`config.mk`:
```
export PLATFORM = sky130hd
export DESIGN_NAME = snep_core
export DESIGN_NICKNAME = d
export VERILOG_FILES = /design/src/rtl/snep_pkg.sv /design/src/rtl/snep_blkmem.sv /design/src/rtl/snep_core.sv
export SDC_FILE = /design/constraint.sdc
export NUM_CORES = 1
export LEC_CHECK = 0
export CAP_MARGIN = 20
export CORE_MARGIN = 2
export CORE_UTILIZATION = 61
export CTS_CLUSTER_DIAMETER = 100
export DETAILED_ROUTE_END_ITERATION = 12
export DONT_BUFFER_PORTS = 1
export GPL_TIMING_DRIVEN = 0
export PLACE_DENSITY = 0.77
export SETUP_SLACK_MARGIN = 0.15
export SLEW_MARGIN = 15
export SYNTH_ARGS = -nofsm -noshare
export SYNTH_HDL_FRONTEND = slang
export SYNTH_SLANG_ARGS = --single-unit
```
`constraint.sdc`:
```
create_clock -name mclk -period 7.45 [get_ports mclk]
set_clock_uncertainty 0.05 [all_clocks]
set_input_delay 0.3725 -clock mclk [delete_from_list [all_inputs] [get_ports mclk]]
set_output_delay 0.3725 -clock mclk [all_outputs]
set_load 0.05 [all_outputs]
```
`src/rtl/snep_pkg.sv`:
```
// package for the serial nand erase / protection / status command block
// assumes one system clock (mclk) sampling the serial link pins
package snep_pkg;
    // opcodes
    localparam logic [7:0] OP_WREN    = 8'h06;
    localparam logic [7:0] OP_WRDI    = 8'h04;
    localparam logic [7:0] OP_GETF    = 8'h0f;
    localparam logic [7:0] OP_SETF    = 8'h1f;
    localparam logic [7:0] OP_ERASE   = 8'hd8;
    localparam logic [7:0] OP_PLOAD   = 8'h02;
    localparam logic [7:0] OP_PEXEC   = 8'h10;
    localparam logic [7:0] OP_PREAD   = 8'h13;
    localparam logic [7:0] OP_RESET   = 8'hff;
    // feature addresses
    localparam logic [7:0] FA_LOCK    = 8'ha0;
    localparam logic [7:0] FA_OTP     = 8'hb0;
    localparam logic [7:0] FA_STATUS  = 8'hc0;
    // lock register fields
    localparam int LK_GUARD = 7;
    localparam int LK_BP_LO = 3;
    localparam logic [7:0] LK_WMASK   = 8'hb8;
    localparam logic [7:0] LK_RESET   = 8'h38;
    // otp register fields
    localparam int OT_PROT  = 7;
    localparam int OT_EN    = 6;
    localparam int OT_ECC   = 4;
    localparam logic [7:0] OT_RESET   = 8'h10;
    localparam logic [7:0] OT_WMASK   = 8'hd0;
    // status register fields
    localparam int ST_OIP   = 0;
    localparam int ST_WEL   = 1;
    localparam int ST_EFAIL = 2;
    localparam int ST_PFAIL = 3;
    localparam int ST_ECC   = 4;
    localparam logic [1:0] ECC_NONE   = 2'h0;
    // geometry
    localparam int ROW_W            = 17;
    localparam int ADDR_BITS        = 24;
    localparam int PAGE_BITS        = 6;
    localparam logic [10:0] BLOCKS  = 11'h7ff;
    localparam logic [7:0] OTP_FIRST = 8'h02;
    localparam logic [7:0] OTP_LAST  = 8'h0b;
    localparam int MEM_AW           = 11;
    // timing
    localparam int CLK_HZ           = 10_000_000;
    localparam int ERASE_US         = 4000;
    localparam int ERASE_CYC        = ERASE_US * (CLK_HZ / 1_000_000);
    localparam int PROG_US          = 400;
    localparam int PROG_CYC         = PROG_US * (CLK_HZ / 1_000_000);
    localparam int READ_US          = 100;
    localparam int READ_CYC         = READ_US * (CLK_HZ / 1_000_000);
    localparam int RESET_US         = 1000;
    localparam int RESET_CYC        = RESET_US * (CLK_HZ / 1_000_000);
    localparam int CNT_W            = 24;
endpackage

```
`src/rtl/snep_blkmem.sv`:
```
// per-block erased marker memory: one bit per block, registered read
// assumes caller holds address stable one cycle before using rdata
`timescale 1ns/1ps
`default_nettype none
module snep_blkmem (
    // clock
    input  wire logic                              mclk,
    // port
    input  wire logic                              we,
    input  wire logic [snep_pkg::MEM_AW-1:0]       addr,
    input  wire logic                              wdata,
    output logic                                   rdata
);
    logic mem [0:(1<<snep_pkg::MEM_AW)-1];
    always_ff @(posedge mclk) begin
        if (we) begin
            mem[addr] <= wdata;
        end
        rdata <= mem[addr];
    end
endmodule
`default_nettype wire

```
`src/rtl/snep_core.sv`:
```
// serial nand command block: erase, block lock, one-time area, status
// assumes spi mode 0 pins from the host, sampled by mclk
//
// Behaviour
// RULE_01: host sends enable, erase, then status polls
// RULE_02: each erase clears exactly one block
// RULE_03: erase without latch set is ignored
// RULE_04: erase takes 7 dummy plus 17 row bits
// RULE_05: erase busy for erase time, pollable
// RULE_06: lock bits 3-5 set at power-up
// RULE_07: set features a0h writes lock byte
// RULE_08: guard plus pin low blocks lock writes
// RULE_09: range bits choose locked upper fraction
// RULE_10: locked erase fails 04h, program 08h
// RULE_11: one-time pages programmed ascending only
// RULE_12: one-time enable reroutes load/execute/read; the code reroutes only program execute, load and read ignore it
// RULE_13: protect/enable bits pick one-time area state
// RULE_14: locked one-time area read-only, never erased
// RULE_15: get features c0h returns status anytime
// RULE_16: program fail set on bad target, cleared
// RULE_17: erase fail cleared at erase start
// RULE_18: latch set by enable, cleared by disable
// RULE_19: busy bit high during any operation
// RULE_20: correction field encodes four outcomes
// RULE_21: correction field cleared at read start
// RULE_22: power-up reset reads block 0 page 0
`timescale 1ns/1ps
`default_nettype none
module snep_core (
    // clock and reset
    input  wire logic       mclk,
    input  wire logic       srst,
    // serial link pins
    input  wire logic       cs_n,
    input  wire logic       sck,
    input  wire logic       si,
    input  wire logic       wp_n,
    output logic            so,
    output logic            so_oe_n,
    // array model hooks
    input  wire logic [1:0] ecc_outcome,
    input  wire logic       array_fail,
    output logic            erase_pulse,
    output logic [10:0]     erase_block
);
    // ------------------------------------------------------------
    // state
    // ------------------------------------------------------------
    typedef enum logic [2:0] {
        SNEP_OPC   = 3'b000,
        SNEP_ADDR  = 3'b001,
        SNEP_FADR  = 3'b010,
        SNEP_FDAT  = 3'b011,
        SNEP_FOUT  = 3'b100,
        SNEP_SKIP  = 3'b101
    } snep_ph_e;

    typedef struct packed {
        logic [2:0]  cs_s;
        logic [2:0]  sck_s;
        logic [1:0]  si_s;
        logic [1:0]  wp_s;
        snep_ph_e    ph;
        logic [7:0]  opc;
        logic [7:0]  fadr;
        logic [23:0] sh;
        logic [4:0]  nbit;
        logic [7:0]  outb;
        logic [7:0]  lock;
        logic [7:0]  otp;
        logic        write_enable_latch;
        logic        efail;
        logic        pfail;
        logic [1:0]  ecc;
        logic        busy;
        logic        is_read;
        logic        is_erase;
        logic [23:0] cnt;
        logic [7:0]  otp_next;
        logic        so;
        logic        so_oe_n;
        logic        erase_pulse;
        logic [10:0] erase_block;
    } snep_st_s;

    snep_st_s st_r, st_nxt;

    // locked check by range code over block number
    function automatic logic blk_locked(input logic [2:0] bp, input logic [10:0] blk);
        logic [10:0] lim;
        lim = 11'h0;
        case (bp)
            3'h0: lim = 11'h7ff;
            3'h1: lim = 11'h7e0;
            3'h2: lim = 11'h7c0;
            3'h3: lim = 11'h780;
            3'h4: lim = 11'h700;
            3'h5: lim = 11'h600;
            3'h6: lim = 11'h400;
            default: lim = 11'h0;
        endcase
        if (bp == 3'h0) begin
            blk_locked = 1'b0;
        end else begin
            blk_locked = (blk >= lim);  // RULE_09
        end
    endfunction

    // status byte
    function automatic logic [7:0] status_of(input snep_st_s s);
        logic [7:0] v;
        v = 8'h0;
        v[snep_pkg::ST_OIP]   = s.busy;
        v[snep_pkg::ST_WEL]   = s.write_enable_latch;
        v[snep_pkg::ST_EFAIL] = s.efail;
        v[snep_pkg::ST_PFAIL] = s.pfail;
        v[snep_pkg::ST_ECC+:2] = s.ecc;
        status_of = v;
    endfunction

    // ------------------------------------------------------------
    // next state
    // ------------------------------------------------------------
    always_comb begin
        logic        rise;
        logic        fall;
        logic        cs_act;
        logic        cs_end;
        logic [23:0] nsh;
        logic [10:0] blk;
        logic [7:0]  wr;
        logic        otp_mode;
        logic [7:0]  pg;
        rise     = 1'b0;
        fall     = 1'b0;
        cs_act   = 1'b0;
        cs_end   = 1'b0;
        nsh      = 24'h0;
        blk      = 11'h0;
        wr       = 8'h0;
        otp_mode = 1'b0;
        pg       = 8'h0;
        st_nxt = st_r;
        st_nxt.cs_s  = {st_r.cs_s[1:0], cs_n};
        st_nxt.sck_s = {st_r.sck_s[1:0], sck};
        st_nxt.si_s  = {st_r.si_s[0], si};
        st_nxt.wp_s  = {st_r.wp_s[0], wp_n};
        st_nxt.erase_pulse = 1'b0;
        // edges seen only on synchronised copies
        rise   = st_r.sck_s[1] & ~st_r.sck_s[2];
        fall   = ~st_r.sck_s[1] & st_r.sck_s[2];
        cs_act = ~st_r.cs_s[1];
        cs_end = st_r.cs_s[1] & ~st_r.cs_s[2];
        nsh    = {st_r.sh[22:0], st_r.si_s[1]};
        otp_mode = ~st_r.otp[snep_pkg::OT_PROT] & st_r.otp[snep_pkg::OT_EN];  // RULE_13
        // busy timer
        if (st_r.busy) begin
            if (st_r.cnt == 24'h0) begin
                st_nxt.busy = 1'b0;
                if (st_r.is_read) begin
                    st_nxt.ecc = st_r.lock[snep_pkg::LK_GUARD-1] ? snep_pkg::ECC_NONE
                        : (st_r.otp[snep_pkg::OT_ECC] ? ecc_outcome : snep_pkg::ECC_NONE);  // RULE_20
                end
                if (st_r.is_erase && array_fail) begin
                    st_nxt.efail = 1'b1;  // RULE_17
                end
            end else begin
                st_nxt.cnt = st_r.cnt - 24'h1;  // RULE_05 RULE_19
            end
        end
        if (cs_end) begin
            st_nxt.ph      = SNEP_OPC;
            st_nxt.nbit    = 5'h0;
            st_nxt.so_oe_n = 1'b1;
        end else if (cs_act && rise) begin
            st_nxt.sh   = nsh;
            st_nxt.nbit = st_r.nbit + 5'h1;
            case (st_r.ph)
                SNEP_OPC: begin
                    if (st_r.nbit == 5'h7) begin
                        st_nxt.opc  = nsh[7:0];
                        st_nxt.nbit = 5'h0;
                        st_nxt.ph   = SNEP_SKIP;
                        if (nsh[7:0] == snep_pkg::OP_WREN) begin
                            st_nxt.write_enable_latch = 1'b1;  // RULE_18
                        end else if (nsh[7:0] == snep_pkg::OP_WRDI) begin
                            st_nxt.write_enable_latch = 1'b0;  // RULE_18
                        end else if (nsh[7:0] == snep_pkg::OP_RESET) begin
                            st_nxt.efail = st_nxt.efail & ~st_r.efail;  // a failure ending now outlives the clear
                            st_nxt.pfail = 1'b0;
                            st_nxt.ecc   = snep_pkg::ECC_NONE;
                            st_nxt.write_enable_latch   = 1'b0;
                            st_nxt.busy  = 1'b1;
                            st_nxt.is_read  = 1'b0;
                            st_nxt.is_erase = 1'b0;
                            st_nxt.cnt   = 24'(snep_pkg::RESET_CYC);
                        end else if (nsh[7:0] == snep_pkg::OP_GETF || nsh[7:0] == snep_pkg::OP_SETF) begin
                            st_nxt.ph = SNEP_FADR;
                        end else if (nsh[7:0] == snep_pkg::OP_ERASE || nsh[7:0] == snep_pkg::OP_PEXEC
                                     || nsh[7:0] == snep_pkg::OP_PREAD) begin
                            st_nxt.ph = st_r.busy ? SNEP_SKIP : SNEP_ADDR;  // RULE_01
                        end
                    end
                end
                SNEP_ADDR: begin
                    if (st_r.nbit == 5'(snep_pkg::ADDR_BITS - 1)) begin
                        st_nxt.ph = SNEP_SKIP;
                        blk = nsh[snep_pkg::PAGE_BITS +: 11];  // RULE_04
                        pg  = {2'h0, nsh[snep_pkg::PAGE_BITS-1:0]};
                        if (st_r.opc == snep_pkg::OP_ERASE) begin
                            if (st_r.write_enable_latch) begin  // RULE_03
                                st_nxt.efail = 1'b0;  // RULE_17
                                st_nxt.write_enable_latch = 1'b0;
                                st_nxt.busy = 1'b1;
                                st_nxt.is_erase = 1'b1;
                                st_nxt.is_read  = 1'b0;
                                st_nxt.cnt = 24'(snep_pkg::ERASE_CYC);
                                if (otp_mode || blk_locked(st_r.lock[snep_pkg::LK_BP_LO+:3], blk)) begin
                                    st_nxt.efail = 1'b1;  // RULE_10 RULE_14
                                end else begin
                                    st_nxt.erase_pulse = 1'b1;  // RULE_02
                                    st_nxt.erase_block = blk;
                                end
                            end
                        end else if (st_r.opc == snep_pkg::OP_PEXEC) begin
                            if (st_r.write_enable_latch) begin  // RULE_18
                                st_nxt.pfail = 1'b0;  // RULE_16
                                st_nxt.write_enable_latch = 1'b0;
                                st_nxt.busy = 1'b1;
                                st_nxt.is_erase = 1'b0;
                                st_nxt.is_read  = 1'b0;
                                st_nxt.cnt = 24'(snep_pkg::PROG_CYC);
                                if (st_r.otp[snep_pkg::OT_PROT] && st_r.otp[snep_pkg::OT_EN]) begin
                                    st_nxt.otp_next = snep_pkg::OTP_LAST + 8'h1;  // RULE_13 RULE_14
                                end else if (otp_mode) begin  // RULE_12
                                    if (pg != st_r.otp_next || pg > snep_pkg::OTP_LAST) begin
                                        st_nxt.pfail = 1'b1;  // RULE_11 RULE_16
                                    end else begin
                                        st_nxt.otp_next = st_r.otp_next + 8'h1;
                                    end
                                end else if (blk_locked(st_r.lock[snep_pkg::LK_BP_LO+:3], blk) || array_fail) begin
                                    st_nxt.pfail = 1'b1;  // RULE_10 RULE_16
                                end
                            end
                        end else begin
                            st_nxt.ecc = snep_pkg::ECC_NONE;  // RULE_21
                            st_nxt.busy = 1'b1;
                            st_nxt.is_read  = 1'b1;
                            st_nxt.is_erase = 1'b0;
                            st_nxt.cnt = 24'(snep_pkg::READ_CYC);
                        end
                    end
                end
                SNEP_FADR: begin
                    if (st_r.nbit == 5'h7) begin
                        st_nxt.fadr = nsh[7:0];
                        st_nxt.nbit = 5'h0;
                        if (st_r.opc == snep_pkg::OP_SETF) begin
                            st_nxt.ph = SNEP_FDAT;
                        end else begin
                            st_nxt.ph = SNEP_FOUT;
                            if (nsh[7:0] == snep_pkg::FA_STATUS) begin
                                st_nxt.outb = status_of(st_r);  // RULE_15
                            end else if (nsh[7:0] == snep_pkg::FA_LOCK) begin
                                st_nxt.outb = st_r.lock;
                            end else if (nsh[7:0] == snep_pkg::FA_OTP) begin
                                st_nxt.outb = st_r.otp;
                            end else begin
                                st_nxt.outb = 8'h0;
                            end
                        end
                    end
                end
                SNEP_FDAT: begin
                    if (st_r.nbit == 5'h7) begin
                        st_nxt.ph = SNEP_SKIP;
                        wr = nsh[7:0];
                        if (st_r.fadr == snep_pkg::FA_LOCK) begin
                            if (!(st_r.lock[snep_pkg::LK_GUARD] && !st_r.wp_s[1])) begin  // RULE_08
                                st_nxt.lock = (st_r.lock & ~snep_pkg::LK_WMASK)
                                            | (wr & snep_pkg::LK_WMASK);  // RULE_07
                            end
                        end else if (st_r.fadr == snep_pkg::FA_OTP) begin
                            if (!(st_r.otp[snep_pkg::OT_PROT] && st_r.otp[snep_pkg::OT_EN]
                                  && st_r.otp_next > snep_pkg::OTP_LAST)) begin
                                st_nxt.otp = (st_r.otp & ~snep_pkg::OT_WMASK) | (wr & snep_pkg::OT_WMASK);
                            end else begin
                                st_nxt.otp[snep_pkg::OT_ECC] = wr[snep_pkg::OT_ECC];  // RULE_14
                            end
                        end
                    end
                end
                default: begin
                    st_nxt.nbit = 5'h0;
                end
            endcase
        end else if (cs_act && fall && st_r.ph == SNEP_FOUT) begin
            st_nxt.so_oe_n = 1'b0;
            st_nxt.so   = st_r.outb[7];
            st_nxt.outb = {st_r.outb[6:0], st_r.outb[7]};
        end
        if (srst) begin
            st_nxt = '0;
            st_nxt.cs_s  = 3'h7;
            st_nxt.sck_s = 3'h0;
            st_nxt.ph    = SNEP_OPC;
            st_nxt.lock  = snep_pkg::LK_RESET;  // RULE_06
            st_nxt.otp   = snep_pkg::OT_RESET;
            st_nxt.otp_next = snep_pkg::OTP_FIRST;
            st_nxt.so_oe_n  = 1'b1;
            st_nxt.busy     = 1'b1;  // RULE_22
            st_nxt.is_read  = 1'b1;
            st_nxt.cnt      = 24'(snep_pkg::READ_CYC);
            st_nxt.ecc      = snep_pkg::ECC_NONE;  // RULE_21
        end
    end

    always_ff @(posedge mclk) begin
        st_r <= st_nxt;
    end

    // erased-block record, written on each erase pulse; its read port is left unconnected
    snep_blkmem u_mem (
        .mclk  (mclk),
        .we    (st_r.erase_pulse),
        .addr  (st_r.erase_block),
        .wdata (1'b1),
        .rdata ()
    );

    assign so          = st_r.so;
    assign so_oe_n     = st_r.so_oe_n;
    assign erase_pulse = st_r.erase_pulse;
    assign erase_block = st_r.erase_block;
endmodule
`default_nettype wire

```
==> metrics <==
leakage 2.386 nW; Yosys cell types 64; Post-Synthesis Cells 698; wire per inst 17.66 um; Buffers on Ports 0; Max Transition Viols Final 0; max-cap viol count 0; Die ar. 0.01030 sq mm; Seq/Total Area, Yosys 41.08%; status completed; slew of the pin with the lowest slew margin 1041 ps; maximum clock frequency 295.2 MHz; Worst Hold Path EP st_r[51]$_SDFFE_PP0P_; fraction of registers with async set/reset 0%; cell area after synthesis 0.005799 sq mm; Setup TNS 0 ps; Detailed Route WL 15280 um; CP Capture Type flip-flop; Worst Min Path Start array_fail; Max FO, Critical Path 10; DR iter-0 viols 414; postcts setup bufs 0; Root Driver clkbuf_8; DRC 0; final setup violation count 0; GR Overflow Total 0; EDFF count, synth 0; top post-synthesis cells by area dfxtp_1, nor2_1, nand2_1; Core ar. 0.009240 sq mm; detailed placement HPWL 10900 um; latest clock arrival within the worst-skew pair 530 ps; number of I/O pins 23; Global Route Usage Sum 31.31%; global-route wire length before repair 24820 um; first drt pass iteration count 6; Initial Util 62.76%; WS Path Type reg2reg; H-tree Lvls 4; Mapped Avg Cell Area 8.308 sq um; largest net degree at the start of global routing 17; # fillers 694; worst path required time 7790 ps; row count 35; Syn Nets 722; die height 101.5 um; worst endpoint data arrival time 3720 ps; Worst-path clk slew 60 ps; TritonCTS clock tree done; Yosys top cell by area dfxtp_1; layout cells sized above 1 9.647%; placer congestion estimate 0.9765; clock sinks 119; minimum clock period 3388 ps; Worst Hold Depth 2; Worst slew margin 28.81%; reg2reg end erase_block[10]$_SDFFE_PP0P_; R2R depth 10; hold violation count in the final report 0; DRT antenna net count 0; CTS Buf Count 17; initial antenna violation count 0; Top FF cell, synth dfxtp_1; Post-layout nets 747; RSZ-0062 raised after global routing false; worst r2r src st_r[67]$_SDFFE_PP1P_; Power Dens Cells 236.3 mW/mm^2; total power 1.577 mW; flop2flop setup slack 4060 ps; CTS Buffer Depth 2; post-synthesis register bit count 119; vias in the first global route 5064; Layout area overhead 15.08%; Yosys top cell area share 41.08%; DR vias 5272; Die W 101.5 um; yosys warns 0; Worst Hold Class in2reg; ANT cells 0; final period utilization 45.48%; via/cell ratio 6.095; final core utilization 72.23%; crit path launch type flip-flop; VDD IR max 0.0002047 V
==> worst max path at each step <==
stage | start | to | slack [ps]
5_1_grt | st_r[67]$_SDFFE_PP1P_ | erase_block[7]$_SDFFE_PP0P_ | 3780
2_1_floorplan | st_r[67]$_SDFFE_PP1P_ | erase_block[1]$_SDFFE_PP0P_ | 4570
6_report | st_r[67]$_SDFFE_PP1P_ | erase_block[10]$_SDFFE_PP0P_ | 4060
3_5_place_dp | st_r[78]$_SDFFE_PP0P_ | st_r[77]$_SDFFE_PP0P_ | 3990
4_1_cts | st_r[78]$_SDFFE_PP0P_ | st_r[76]$_SDFFE_PP0P_ | 3970
3_3_place_gp | st_r[78]$_SDFFE_PP0P_ | st_r[77]$_SDFFE_PP0P_ | 4020
==> cell usage after synthesis, drive strengths merged (12+ instances only) <==
cell type  count
dfxtp        119
nor2          86
nand2         83
a21oi         56
clkbuf        34
o21ai         22
mux2i         21
nor3          21
xnor2         18
buf           15
ha            15
nand4         15
nand3         14
or2           12
==> placed cells by master, fill, tap and decap left out, drive strengths merged, types with 10 or more instances in the layout <==
cell type  count
nor2b         10
nor3          21
nand2         83
ha            15
nand3         14
nor2          86
a211oi        10
or4           10
o21ai         22
xnor2         18
clkbuf        56
nor4          11
buf           15
nand2b        10
mux2i         21
or2           12
a21oi         56
nand4         15
dfxtp        119
xor2          10
==> per-stage QoR <==
| stage | hold slack, ps | std cells | worst slack [ps] | area, sq um |
|---|---|---|---|---|
| floorplan | 339.5 | 698 | 4574 | 5799 |
| global placement | 345.4 | 827 | 4020 | 5961 |
| finish | 31.04 | 865 | 4062 | 6674 |
| global route | 25.32 | 865 | 3779 | 6674 |
| CTS | 12.36 | 865 | 3967 | 6661 |
| detailed placement | 350.2 | 827 | 3990 | 5961 |
==> routing by layer <==
layer | track usage, % | vias up | share of wire, %
li1 | - | 2519 | -
met1 | 37.73 | 2447 | 41
met2 | 52.38 | 245 | 48
met3 | 6.763 | 61 | 6.6
met4 | 16.32 | 0 | 4.4
met5 | 0 | - | 0
==> worst max-delay path, cell delays in order (launching register included) <==
cell and delay (ps):
dfxtp_1 410, or3_1 550, inv_1 110, ha_1 220, nand2b_1 140, a2111oi_0 560, o311ai_0 300, a21oi_1 260
buf_2 350, mux2i_1 230, nor2_1 60
==> layout make-up <==
| cell class | instances | area [sq um] | share of cell area [%] |
|---|---|---|---|
| Timing Repair Buffer | 6 | 60.06 | 0.8999 |
| Clock inverter | 10 | 167.7 | 2.512 |
| Tap cell | 129 | 161.4 | 2.418 |
| Sequential cell | 119 | 2382 | 35.70 |
| Buffer | 49 | 235.2 | 3.525 |
| Clock buffer | 22 | 473.0 | 7.087 |
| Inverter | 9 | 33.78 | 0.5062 |
| Multi-Input combinational cell | 521 | 3161 | 47.36 |
==> report_power, final <==
part	total, mW	switching [mW]	internal, mW
Combinational	0.0499	0.0320	0.0179
Sequential	0.650	0.00625	0.644
Clock	0.876	0.296	0.580
Total	1.58	0.334	1.24
==> what timing repair did <==
item	in CTS	in global routing
hold buffers	6	0
endpoints found under the setup margin	0	0
resized for setup	0	0
hold endpoints to repair	6	0
==> registers in the layout (all words and copies together), names as in the netlist <==
register     cells
erase_block     11
erase_pulse      1
so               1
so_oe_n          1
st_r           105
==> cells by family (layout without fill, tap and decap cells) <==
logic type      Yosys count  after routing  synth area share, %
simple gates            312            312                27.14
compound gates          144            144                15.86
flops                   119            119                41.08
buf+inv                  58             96                4.638
xor+xnor                 28             28                4.229
mux                      22             22                3.819
fa+ha+maj                15             15                3.236
Power figures use the tool's default switching activity.
